==> src/shared/core_ctrl_regs.vh <==
// Purpose: offsets, fields, reset values and counts of the core control block
// Assumes: avalon byte addresses, one 32-bit word per register
// Notes: included by both design files
`ifndef CORE_CTRL_REGS_VH
`define CORE_CTRL_REGS_VH
// ==========================================================
// register offsets
`define OFS_CORE_CTRL 8'h00
`define OFS_RAM_CFG 8'h04
`define OFS_POWER 8'h08
`define OFS_SL_BASE 8'h10
`define SL_PAIR_STEP 8'h08
`define SL_DATA_OFS 8'h04
// ==========================================================
// audio_core_control fields
`define B_SLEW_DONE 13
`define B_ZERO_TGT 12
`define B_LATCH_SRC 10
`define B_RUN 9
`define B_MULT_ZERO 8
`define B_MEM_CLR 7
`define B_IN_ZERO 6
`define B_SL_TGT 5
`define B_SL_PAR 4
`define F_SYNC_HI 3
`define F_SYNC_LO 2
`define F_LEN_HI 1
`define F_LEN_LO 0
`define CTRL_RST 16'h0000
`define CTRL_WMASK 16'h17ff
// ==========================================================
// codes and counts
`define SYNC_DIV2 2'h1
`define LEN_1280 2'h1
`define LEN_640 2'h2
`define PLEN_48K 12'ha00
`define PLEN_96K 12'h500
`define PLEN_192K 12'h280
`define RAM_CFG_UNIT 13'h0200
`define RAM_CFG_RST 4'hc
`define RAM_WORDS 13'h1800
`define SL_PAIRS 5
`endif

==> src/verilog/modulo_addr.v <==
// Purpose: maps core data addresses onto data memory with a frame offset
// Assumes: one frame pulse per audio frame
// Notes: region size of zero makes the whole memory direct
`timescale 1ns/100ps
`default_nettype none
`include "core_ctrl_regs.vh"
module modulo_addr
#(
  parameter AW = 13
)
(
  input wire mclk,
  input wire rst,
  input wire frame_pulse,
  input wire [3:0] ram_cfg,
  input wire [AW-1:0] core_addr,
  output reg [AW-1:0] phys_addr,
  output wire [AW-1:0] offset
);
  reg [AW-1:0] offs_r;
  wire [AW-1:0] region;
  wire [AW:0] sum;
  assign region = `RAM_CFG_UNIT * {{(AW-4){1'b0}}, ram_cfg};
  assign offset = offs_r;
  assign sum = {1'b0, core_addr} + {1'b0, offs_r};
  // ==========================================================
  // offset counter
  always @(posedge mclk or posedge rst)
  begin
    if (rst)
      offs_r <= {AW{1'b0}};
    else if (region == {AW{1'b0}})
      offs_r <= {AW{1'b0}};
    // a shrunk region must not leave the offset outside it
    else if (offs_r >= region)
      offs_r <= {AW{1'b0}};
    else if (frame_pulse)
    begin
      if (offs_r + 1'b1 >= region)
        offs_r <= {AW{1'b0}};
      else
        offs_r <= offs_r + 1'b1;
    end
  end
  // ==========================================================
  // address mapping
  always @*
  begin
    if (core_addr >= region)
      phys_addr = core_addr;
    else if (sum >= {1'b0, region})
      phys_addr = sum[AW-1:0] - region;
    else
      phys_addr = sum[AW-1:0];
  end
endmodule
`default_nettype wire

==> src/verilog/core_ctrl.v <==
// Purpose: audio core control register, safeload, memory clear, frame sync
// Assumes: all core and pin inputs synchronous to mclk
// Notes: avalon slave answers on the second edge of every request
//
// Decided for this implementation: the address map and the Avalon-MM slave port.
`timescale 1ns/100ps
`default_nettype none
`include "core_ctrl_regs.vh"
// Behaviour
// - slew-mute-done flag sets when mute finished, read-only, cleared by reading
// - zero-target control makes target RAM read as zero
// - default output latch at end of each program pass
// - latch-source control times output latch from output frame clock
// - run/clear at zero holds accumulators and serial outputs at zero
// - multiplier-zero control forces multiplier input to zero
// - memory-clear zeroes all data memory, then self-clears
// - input-zero control forces serial inputs to zero
// - target-safeload trigger loads target RAM, self-clears when done
// - parameter-safeload trigger loads parameter RAM, self-clears when done
// - only safeload pairs written since last safeload are transferred
// - safeload address zero is first location of targeted RAM
// - sequencer synchronised to input frame clock edge by default
// - sync field 01 synchronises sequencer to half input frame rate
// - program length 2560, 1280 with 01, 640 with 10
// - power-up controls reset to zero, each block powered by its bit
// - modulo addresses add a frame-advanced offset counter
// - modulo region is 512 times config value, wrapping at its edge
// - addresses above the modulo region are accessed directly
// - default config puts whole data RAM under modulo addressing
// - safeload completes within one input frame period of trigger; here it ends five cycles after the next input frame edge
module core_ctrl
#(
  parameter AW = 13,
  parameter SL_AW = 10,
  parameter SL_DW = 32,
  parameter PW = 16
)
(
  input wire mclk,
  input wire rst,
  input wire [7:0] address,
  input wire read,
  input wire write,
  input wire [31:0] writedata,
  output reg [31:0] readdata,
  output wire waitrequest,
  input wire frame_clk_in,
  input wire frame_clk_out,
  input wire [11:0] pc,
  input wire slew_all_zero,
  input wire [AW-1:0] core_addr,
  output wire [AW-1:0] dmem_addr,
  output reg dmem_clr_we,
  output reg [AW-1:0] dmem_clr_addr,
  output reg [11:0] prog_len,
  output reg seq_sync,
  output reg out_latch,
  output wire hold_clear,
  output wire mult_zero,
  output wire input_zero,
  output wire target_zero,
  output reg sl_we,
  output reg sl_to_target,
  output reg [SL_AW-1:0] sl_addr,
  output reg [SL_DW-1:0] sl_data,
  output wire [PW-1:0] power_up
);
  localparam ST_IDLE = 3'b001;
  localparam ST_WAIT = 3'b010;
  localparam ST_RUN = 3'b100;

  reg [15:0] ctrl_r;
  reg [3:0] ram_cfg_r;
  reg [PW-1:0] power_r;
  reg [SL_AW-1:0] sl_addr_r [0:`SL_PAIRS-1];
  reg [SL_DW-1:0] sl_data_r [0:`SL_PAIRS-1];
  reg [`SL_PAIRS-1:0] sl_pend_r;
  reg [`SL_PAIRS-1:0] sl_pend_nxt;
  reg ack_r;
  reg fin_d_r;
  reg fout_d_r;
  reg div_r;
  reg slew_done_r;
  reg zero_seen_r;
  reg [2:0] sl_st_r;
  reg [2:0] sl_idx_r;
  reg sl_tgt_r;
  reg clr_busy_r;
  reg [31:0] rd_nxt;
  wire acc;
  wire wr_acc;
  wire rd_acc;
  wire fin_rise;
  wire fout_rise;
  wire end_of_pass;
  wire frame_pulse;
  wire sl_fin;
  wire clr_fin;
  wire done_set;
  integer i;
  integer j;
  integer k;

  // ==========================================================
  // helpers
  function [11:0] len_of;
    input [1:0] code;
    begin
      case (code)
        `LEN_1280: len_of = `PLEN_96K;
        `LEN_640: len_of = `PLEN_192K;
        default: len_of = `PLEN_48K;
      endcase
    end
  endfunction

  function is_sl_addr;
    input [7:0] a;
    input integer n;
    begin
      is_sl_addr = (a == `OFS_SL_BASE + `SL_PAIR_STEP * n[7:0]);
    end
  endfunction

  function is_sl_data;
    input [7:0] a;
    input integer n;
    begin
      is_sl_data = (a == `OFS_SL_BASE + `SL_PAIR_STEP * n[7:0] + `SL_DATA_OFS);
    end
  endfunction

  // ==========================================================
  // avalon slave: waitrequest drops one cycle after the request rises
  assign waitrequest = ~ack_r;
  assign acc = (read | write) & ack_r;
  assign wr_acc = write & ack_r;
  assign rd_acc = read & ack_r;

  always @(posedge mclk or posedge rst)
  begin
    if (rst)
      ack_r <= 1'b0;
    else
      ack_r <= (read | write) & ~ack_r;
  end

  always @*
  begin
    rd_nxt = 32'h00000000;
    case (address)
      `OFS_CORE_CTRL: rd_nxt = {16'h0000, ctrl_r[15:14], slew_done_r, ctrl_r[12:0]};
      `OFS_RAM_CFG: rd_nxt = {28'h0000000, ram_cfg_r};
      `OFS_POWER: rd_nxt[PW-1:0] = power_r;
      default:
      begin
        for (i = 0; i < `SL_PAIRS; i = i + 1)
        begin
          if (is_sl_addr(address, i))
            rd_nxt[SL_AW-1:0] = sl_addr_r[i];
          if (is_sl_data(address, i))
            rd_nxt[SL_DW-1:0] = sl_data_r[i];
        end
      end
    endcase
  end

  // data loaded while waitrequest is high, so it stands at the taking edge
  always @(posedge mclk or posedge rst)
  begin
    if (rst)
      readdata <= 32'h00000000;
    else if (read & ~ack_r)
      readdata <= rd_nxt;
  end

  // ==========================================================
  // control register; a software set of a trigger beats the hardware clear
  always @(posedge mclk or posedge rst)
  begin
    if (rst)
      ctrl_r <= `CTRL_RST;
    else if (wr_acc && address == `OFS_CORE_CTRL)
      ctrl_r <= writedata[15:0] & `CTRL_WMASK;
    else
    begin
      if (clr_fin)
        ctrl_r[`B_MEM_CLR] <= 1'b0;
      if (sl_fin && sl_tgt_r)
        ctrl_r[`B_SL_TGT] <= 1'b0;
      if (sl_fin && !sl_tgt_r)
        ctrl_r[`B_SL_PAR] <= 1'b0;
    end
  end

  always @(posedge mclk or posedge rst)
  begin
    if (rst)
    begin
      ram_cfg_r <= `RAM_CFG_RST;
      power_r <= {PW{1'b0}};
    end
    else if (wr_acc)
    begin
      if (address == `OFS_RAM_CFG)
        ram_cfg_r <= (writedata[3:0] > `RAM_CFG_RST) ? `RAM_CFG_RST : writedata[3:0];
      if (address == `OFS_POWER)
        power_r <= writedata[PW-1:0];
    end
  end

  assign power_up = power_r;
  assign hold_clear = ~ctrl_r[`B_RUN];
  assign mult_zero = ctrl_r[`B_MULT_ZERO];
  assign input_zero = ctrl_r[`B_IN_ZERO];
  assign target_zero = ctrl_r[`B_ZERO_TGT];

  // ==========================================================
  // slew mute done: needs a fresh all-zero state while targets are zeroed
  assign done_set = target_zero & slew_all_zero & ~zero_seen_r;

  always @(posedge mclk or posedge rst)
  begin
    if (rst)
    begin
      slew_done_r <= 1'b0;
      zero_seen_r <= 1'b0;
    end
    else
    begin
      zero_seen_r <= target_zero & slew_all_zero;
      if (done_set)
        slew_done_r <= 1'b1;
      else if (rd_acc && address == `OFS_CORE_CTRL)
        slew_done_r <= 1'b0;
    end
  end

  // ==========================================================
  // frame timing
  assign fin_rise = frame_clk_in & ~fin_d_r;
  assign fout_rise = frame_clk_out & ~fout_d_r;
  assign end_of_pass = (pc == prog_len - 12'h001);
  assign frame_pulse = fin_rise &
    ((ctrl_r[`F_SYNC_HI:`F_SYNC_LO] != `SYNC_DIV2) | div_r);

  always @(posedge mclk or posedge rst)
  begin
    if (rst)
    begin
      fin_d_r <= 1'b0;
      fout_d_r <= 1'b0;
      div_r <= 1'b0;
      seq_sync <= 1'b0;
      out_latch <= 1'b0;
      prog_len <= `PLEN_48K;
    end
    else
    begin
      fin_d_r <= frame_clk_in;
      fout_d_r <= frame_clk_out;
      if (fin_rise)
        div_r <= ~div_r;
      seq_sync <= frame_pulse;
      prog_len <= len_of(ctrl_r[`F_LEN_HI:`F_LEN_LO]);
      if (ctrl_r[`B_LATCH_SRC])
        out_latch <= fout_rise;
      else
        out_latch <= end_of_pass;
    end
  end

  // ==========================================================
  // data memory clear, one word per cycle
  assign clr_fin = clr_busy_r && dmem_clr_addr == `RAM_WORDS - 13'h0001;

  always @(posedge mclk or posedge rst)
  begin
    if (rst)
    begin
      clr_busy_r <= 1'b0;
      dmem_clr_we <= 1'b0;
      dmem_clr_addr <= {AW{1'b0}};
    end
    else if (clr_busy_r)
    begin
      if (clr_fin)
      begin
        clr_busy_r <= 1'b0;
        dmem_clr_we <= 1'b0;
      end
      else
        dmem_clr_addr <= dmem_clr_addr + 1'b1;
    end
    else if (ctrl_r[`B_MEM_CLR])
    begin
      clr_busy_r <= 1'b1;
      dmem_clr_we <= 1'b1;
      dmem_clr_addr <= {AW{1'b0}};
    end
  end

  // ==========================================================
  // safeload registers and engine
  // transfer starts at the next frame edge, long before the following one
  assign sl_fin = (sl_st_r == ST_RUN) && (sl_idx_r == `SL_PAIRS - 1);

  always @*
  begin
    sl_pend_nxt = sl_pend_r;
    if (sl_st_r == ST_RUN && sl_idx_r < `SL_PAIRS)
      sl_pend_nxt[sl_idx_r] = 1'b0;
    for (j = 0; j < `SL_PAIRS; j = j + 1)
      if (wr_acc && (is_sl_addr(address, j) || is_sl_data(address, j)))
        sl_pend_nxt[j] = 1'b1;
  end

  always @(posedge mclk or posedge rst)
  begin
    if (rst)
    begin
      sl_pend_r <= {`SL_PAIRS{1'b0}};
      for (k = 0; k < `SL_PAIRS; k = k + 1)
      begin
        sl_addr_r[k] <= {SL_AW{1'b0}};
        sl_data_r[k] <= {SL_DW{1'b0}};
      end
    end
    else
    begin
      sl_pend_r <= sl_pend_nxt;
      for (k = 0; k < `SL_PAIRS; k = k + 1)
      begin
        if (wr_acc && is_sl_addr(address, k))
          sl_addr_r[k] <= writedata[SL_AW-1:0];
        if (wr_acc && is_sl_data(address, k))
          sl_data_r[k] <= writedata[SL_DW-1:0];
      end
    end
  end

  always @(posedge mclk or posedge rst)
  begin
    if (rst)
    begin
      sl_st_r <= ST_IDLE;
      sl_idx_r <= 3'h0;
      sl_tgt_r <= 1'b0;
      sl_we <= 1'b0;
      sl_to_target <= 1'b0;
      sl_addr <= {SL_AW{1'b0}};
      sl_data <= {SL_DW{1'b0}};
    end
    else
    begin
      sl_we <= 1'b0;
      case (sl_st_r)
        ST_IDLE:
        begin
          if (ctrl_r[`B_SL_PAR] | ctrl_r[`B_SL_TGT])
          begin
            sl_tgt_r <= ~ctrl_r[`B_SL_PAR];
            sl_st_r <= ST_WAIT;
          end
        end
        ST_WAIT:
        begin
          sl_idx_r <= 3'h0;
          // raw frame edge: divided sync must not push it past one period
          if (fin_rise)
            sl_st_r <= ST_RUN;
        end
        ST_RUN:
        begin
          if (sl_pend_r[sl_idx_r])
          begin
            sl_we <= 1'b1;
            sl_to_target <= sl_tgt_r;
            sl_addr <= sl_addr_r[sl_idx_r];
            sl_data <= sl_data_r[sl_idx_r];
          end
          if (sl_fin)
            sl_st_r <= ST_IDLE;
          else
            sl_idx_r <= sl_idx_r + 3'h1;
        end
        default: sl_st_r <= ST_IDLE;
      endcase
    end
  end

  // ==========================================================
  // modulo addressing
  modulo_addr #(.AW(AW)) u_mod
  (
    .mclk(mclk),
    .rst(rst),
    .frame_pulse(frame_pulse),
    .ram_cfg(ram_cfg_r),
    .core_addr(core_addr),
    .phys_addr(dmem_addr),
    .offset()
  );
endmodule
`default_nettype wire

==> config.mk <==
export PLATFORM = sky130hd
export DESIGN_NAME = core_ctrl
export DESIGN_NICKNAME = d
export VERILOG_FILES = /design/src/verilog/modulo_addr.v /design/src/verilog/core_ctrl.v
export VERILOG_INCLUDE_DIRS = /design/src /design/src/shared
export SDC_FILE = /design/constraint.sdc
export NUM_CORES = 1
export LEC_CHECK = 0
export ABC_AREA = 1
export BUFFER_PORTS_ARGS = -buffer_cell sky130_fd_sc_hd__buf_2
export CORE_AREA = 2 2 153 230
export DETAILED_ROUTE_END_ITERATION = 12
export DIE_AREA = 0 0 155 232
export GPL_ROUTABILITY_DRIVEN = 0
export MAX_ROUTING_LAYER = met4
export PLACE_DENSITY = 0.72
export SLEW_MARGIN = 10
export SYNTH_ARGS = -nofsm -noshare
export SYNTH_HDL_FRONTEND = slang
export SYNTH_SLANG_ARGS = --single-unit
export TNS_END_PERCENT = 50
==> constraint.sdc <==
create_clock -name mclk -period 12.8 [get_ports mclk]
set_input_delay 1.28 -clock mclk [delete_from_list [all_inputs] [get_ports mclk]]
set_output_delay 1.28 -clock mclk [all_outputs]
set_load 0.02 [all_outputs]
# ---- Word-level counts from Yosys, hierarchy flattened
# Index checks and enable logic that the tools add are counted.
dict set report totals {
  regBits 378
  elab_cells 220
}
dict set report op_classes {
  addsub 6
  magnitude_cmp 9
  eq_ne 27
  mux 62
  bitwise_logic 22
  n_reduce_logical 52
}
# op n
set ops {}
lappend ops {{$mux W32} 9}
lappend ops {{$mux W13} 9}
lappend ops {{$bmux W32 S3} 1}
lappend ops {{$mux W10} 7}
lappend ops {{$eq A8 B6 Y1 const B} 6}
lappend ops {{$pmux W16 S3} 1}
lappend ops {{$ge A13 B13 Y1} 3}
lappend ops {{$eq A8 B5 Y1 const B} 4}
lappend ops {{$bmux W10 S3} 1}
lappend ops {{$add A13 B1 Y13 const B} 2}
lappend ops {{$pmux W12 S2} 1}
lappend ops {{$logic_and A1 B1 Y1} 23}
lappend ops {{$reduce_bool A2 Y1} 11}
lappend ops {{$mux W1} 21}
lappend ops {{$mux W16} 1}
lappend ops {{$add A13 B13 Y14} 1}
lappend ops {{$ge A14 B13 Y1} 1}
lappend ops {{$reduce_and A2 Y1} 7}
lappend ops {{$eq A13 B13 Y1 const B} 1}
lappend ops {{$logic_not A13 Y1} 1}
lappend ops {{$sub A13 B13 Y13} 1}
lappend ops {{$eq A12 B12 Y1} 1}
lappend ops {{$mux W3} 4}
lappend ops {{$sub A12 B1 Y12 const B} 1}
lappend ops {{other kinds (34)} 60}

# ---- Logic depth before layout (Yosys ltp)
dict set report logic_depth {
  ltp_word 14
  mapped_depth 19
  mapped_depth_nobuf 19
}

# ---- Hierarchy
# Synthesis repeated with hierarchy kept, for this count alone.
dict set report hier_totals {
  hier_cells 2387
  area_unflattened_um2 18948.2
}
# module instances cells_per_inst area_each_um2 seq_area_each_um2
set modules_own_cells {}
lappend modules_own_cells {core_ctrl 1 2000 16633.5 8939.8}
lappend modules_own_cells {modulo_addr 1 387 2314.7 325.3}

# ---- Worst setup path after synthesis
# Ideal clock, no wire load.
dict set report synth_timing {
  path_type {in2out}
  startpoint {in core_addr[0]}
  endpoint {out dmem_addr[10]}
  arrival_ps 3636
  t_required_ps 11520
  slack_ps 7884
  path_stages 18
  path_buffers 0
  path_cell_list {ha_1 -> inv_1 -> fa_1 -> inv_1 -> nand3_1 -> nand2_1 -> nand3_1 -> nand3_1 -> xor2_1 -> inv_1 -> ha_1 -> inv_1 -> o2111ai_1 -> nor2_2 -> nand2_1 -> nand2_1 -> nand3_1 -> nand2_1}
}
dict set report synth_between {
  elab_chain_len 4
  elab_cells_between_ends 6
}
# item line
set synth_lines {}
lappend synth_lines {{from (decl)} core_ctrl.v:51} ;# input wire [AW-1:0] core_addr,
lappend synth_lines {{$add A13 B13 Y14} modulo_addr.v:25} ;# assign sum = {1'b0, core_addr} + {1'b0, offs_r};
lappend synth_lines {{$sub A13 B13 Y13 or $ge A14 B13 Y1 (tied branches)} {modulo_addr.v:52, modulo_addr.v:51}}
lappend synth_lines {{$mux W13} modulo_addr.v:51} ;# else if (sum >= {1'b0, region})
lappend synth_lines {{$mux W13 (*)} modulo_addr.v:49} ;# if (core_addr >= region)
lappend synth_lines {{to (decl)} core_ctrl.v:52} ;# output wire [AW-1:0] dmem_addr,
# Every way passes the cells marked *; elsewhere a longest branch is shown, timed or not.

# ---- Final worst setup path
# Ends and elaborated chain as after synthesis.

==> impl_metrics.csv <==
group,metric,value,unit
clock_tree,cts_inserted_buffers,37,
power_and_ir_drop,leakage,10.2,nW
timing,finalSetupViolations,0,
drt,antenna_left,0,
timing,worst_slew_pin_slew,1.13,ns
drt,route.detailed.drc,0,
worst_setup_path,cp_data_required_time,11.52,ns
drt,iteration_count_of_the_initial_detailed_routing_pass,6,
yosys,synth_area_leader_cell,"dfrtp_1",
floorplanning,initial_utilization,54.7,%
grt,grt_overflow,0,
run,max_cap_violations,0,
finish,num_antenna_cells,0,
floorplanning,die_w,155,um
worst_setup_path,cp-end-kind,"primary output",
finish,drive_gt1_share,13.4,%
grt,grt_antenna_before_repair,0,
clock_tree,cts_setup_buffers,0,
place,port_buffers,202,
place,dp_hpwl,36300,um
clock_tree,cts_tree,"yes",
timing,worst_slack,7.27,ns
place,pre_cts_ws,7.31,ns
power_and_ir_drop,power_density,132,nW/um^2
drt,detail_route.wirelength,55900,um
yosys,synth_flop_cell,"dfrtp_1",
yosys,yosysWarningCount,0,
clock_tree,cts-root-buf,"clkbuf_16",
grt,via_count_of_the_first_global_routing_pass,16640,
power_and_ir_drop,total_power,0.00278,W
floorplanning,fp-row-count,83,
power_and_ir_drop,clock_power_share,39.8,%
power_and_ir_drop,cell_internal_pwr,0.00200,W
yosys,yosys-top-cells-area,"dfrtp_1 49%, nand2_1 12%, o21ai_1 5.0%, nor2_1 4.1%, o21ai_0 4.0%",
worst_setup_path,timing.critical_path.fanout_max,5,
drt,vias,17149,
worst_setup_path,timing_worst_setup_path_type,"primary input to primary output",
floorplanning,die_height,232,um
drt,wl_per_cell,19.3,um
clock_tree,clock_tree.htree_level_count,2,
floorplanning,design.core.area,34000,sq um
min_path,hold_path_class,"flop to flop",
power_and_ir_drop,irDropWorstVdd,0.000114,V
worst_setup_path,startpoint_type_of_the_worst_setup_path,"primary input",
drt,initialDrtViolationCount,1563,
clock_tree,cts-resized-gates,0,
worst_setup_path,cp_data_arrival_time,4.25,ns
timing,report.final.hold_viol_count,0,
timing,layout_worst_path_cycle_share,43.2,%
clock_tree,cts.sinks,370,
timing,slew_violations,0,
timing,slew_headroom,24.2,%
finish,fin_util,61.7,%
grt,grt.total_usage,32.1,%
timing,fmaxAchievable,181,MHz
yosys,synthCells,2310,
finish,areaGrowthSynthToFinish,13.0,%
clock_tree,clk_transition_reported_paths,0.06,ns
floorplanning,die_area,36000,sq um
floorplanning,io_pins,210,
yosys,synth_async_sr_flop_share,100,%
power_and_ir_drop,pwr-share-seq,46.0,%
yosys,syn_avg_cell_area,8.04,sq um
status,run_status,"completed",
yosys,netlist.area_leader.share,49.2,%
finish,num-fill-cells,3029,
clock_tree,cts.path.max_buffers,3,
yosys,sequential_fraction_of_the_synthesis_area,49.9,%
power_and_ir_drop,combinationalPowerShare,14.2,%
yosys,postSynthRegisterBits,370,
timing,skew,0.0275,ns
timing,rsz0062_at_grt,"no",
clock_tree,post_cts_hold_buffer_count,0,
grt,grt_start_max_net_pins,115,
grt,grt_first_pass_wirelength,87900,um
power_and_ir_drop,p_switching,0.000780,W
drt,viasPerCell,5.92,
timing,min_period,5.53,ns
power_and_ir_drop,power.switching_fraction,28.1,%
yosys,synth-edff-count,0,
yosys,netlist-cell-type-count,48,
yosys,syn_area,18600,sq um
finish,finalNetCount,2558,
clock_tree,clock_insertion_delay_worst_skew,0.55,ns
timing,tns,0,ns
## state kept, by name (all words and copies together), names as in the netlist, 10 cells and up
signal	cells
sl_addr_r	50
u_mod.offset	13
power_up	16
readdata	32
sl_addr	10
dmem_clr_addr	13
sl_data_r	160
sl_data	32
ctrl_r	12
## stage by stage
| step | cell area, sq um | hold WS (ns) | cells |
|---|---|---|---|
| CTS | 21000 | 0.445 | 2898 |
| detailed placement | 19700 | 0.440 | 2832 |
| floorplan | 18600 | 0.418 | 2316 |
| finish | 21000 | 0.444 | 2898 |
| global placement | 19700 | 0.430 | 2832 |
| global route | 21000 | 0.460 | 2898 |
## metal layers
metal	track usage (%)	wire [um]	part of all wire, %
met5	-	0	0
met4	13.8	2200	3.9
met3	3.90	3990	7.1
met2	54.5	27900	50
met1	38.7	21800	39
## cells in the mapped netlist, types with 4 or more instances
cell type and instances:
nor2_2 6, or2_2 4, nand3b_1 4, o22ai_1 12, xor2_1 18, a41oi_1 11, inv_1 185, nor3b_1 4
o21bai_1 5, nor3_1 15, o21ai_0 149, xnor2_1 7, dfrtp_1 365, nand2_1 602, o211ai_1 14, o2111ai_1 4
nor2_1 203, inv_2 21, a21oi_1 62, o21ai_1 186, buf_1 5, a31oi_1 39, buf_4 11, dfstp_2 5
a221oi_1 50, clkbuf_1 77, buf_2 39, ha_1 38, nand4_1 32, nand3_1 107
## logic make-up (layout without fill, tap and decap cells)
family | count (synthesis) | after routing | synth area share [%]
flip-flops | 370 | 370 | 49.9
AND/OR/NAND/NOR | 985 | 985 | 21.7
buffers and inverters | 343 | 500 | 7.54
AO/OA/AOI/OAI | 546 | 546 | 16.9
adder cells (fa/ha/maj) | 40 | 40 | 2.78
XOR/XNOR | 25 | 25 | 1.18
other | 1 | 7 | 0.0202
## critical path: stages
cell and delay, ns:
buf_2 0.10, ha_1 0.19, inv_1 0.07, fa_1 0.40
inv_1 0.12, nand3_1 0.10, nand2_1 0.15, nand3_1 0.11
nand3_1 0.13, xor2_1 0.21, inv_1 0.07, ha_1 0.30
inv_1 0.10, o2111ai_1 0.18, nor2_2 0.24, nand2_1 0.14
nand2_1 0.09, nand3_1 0.06, nand2_1 0.07, buf_2 0.16
## path summary, 6_finish.rpt
check	from	to	slack, ns	depth (start not counted)
min in group asynchronous	rst	u_mod.offset[0]	0.87	2
setup / recovery	core_addr[0]	dmem_addr[10]	7.27	20
hold / removal	fout_d_r	out_latch	0.44	1
max in group asynchronous	rst	dmem_clr_we	9.79	4
hold reg to reg	fout_d_r	out_latch	0.44	1
setup reg to reg	sl_idx_r[2]	sl_data[21]	9.28	11
## final cells by class
type	instances	area, sq um	area share [%]
clock buffers	53	1060	5.04
multi-input cells	1603	7960	38.0
clock inverters	13	171	0.818
flip-flops and latches	370	9270	44.2
inverters	208	788	3.76
repair buffers	226	1190	5.68
well taps	425	532	2.54
## layout by cell type, fill, tap and decap left out, drive strengths merged, types with 50 or more instances in the layout
cell    count
nand3     107
nand2     602
nor2      210
buf       226
dfrtp     365
a21oi      62
a221oi     50
o21ai     335
inv       207
clkbuf     53
## power by group through the flow
| stage | registers (W) | clock network [W] | logic (W) |
|---|---|---|---|
| after floorplan | 0.00132 | 0 | 0.000247 |
| after global placement | 0.00130 | 0 | 0.000386 |
| after detailed placement | 0.00130 | 0 | 0.000395 |
| after CTS | 0.00128 | 0.00112 | 0.000397 |
| after global routing | 0.00128 | 0.00116 | 0.000445 |
| final | 0.00128 | 0.00110 | 0.000394 |
Power figures use the tool's default switching activity.
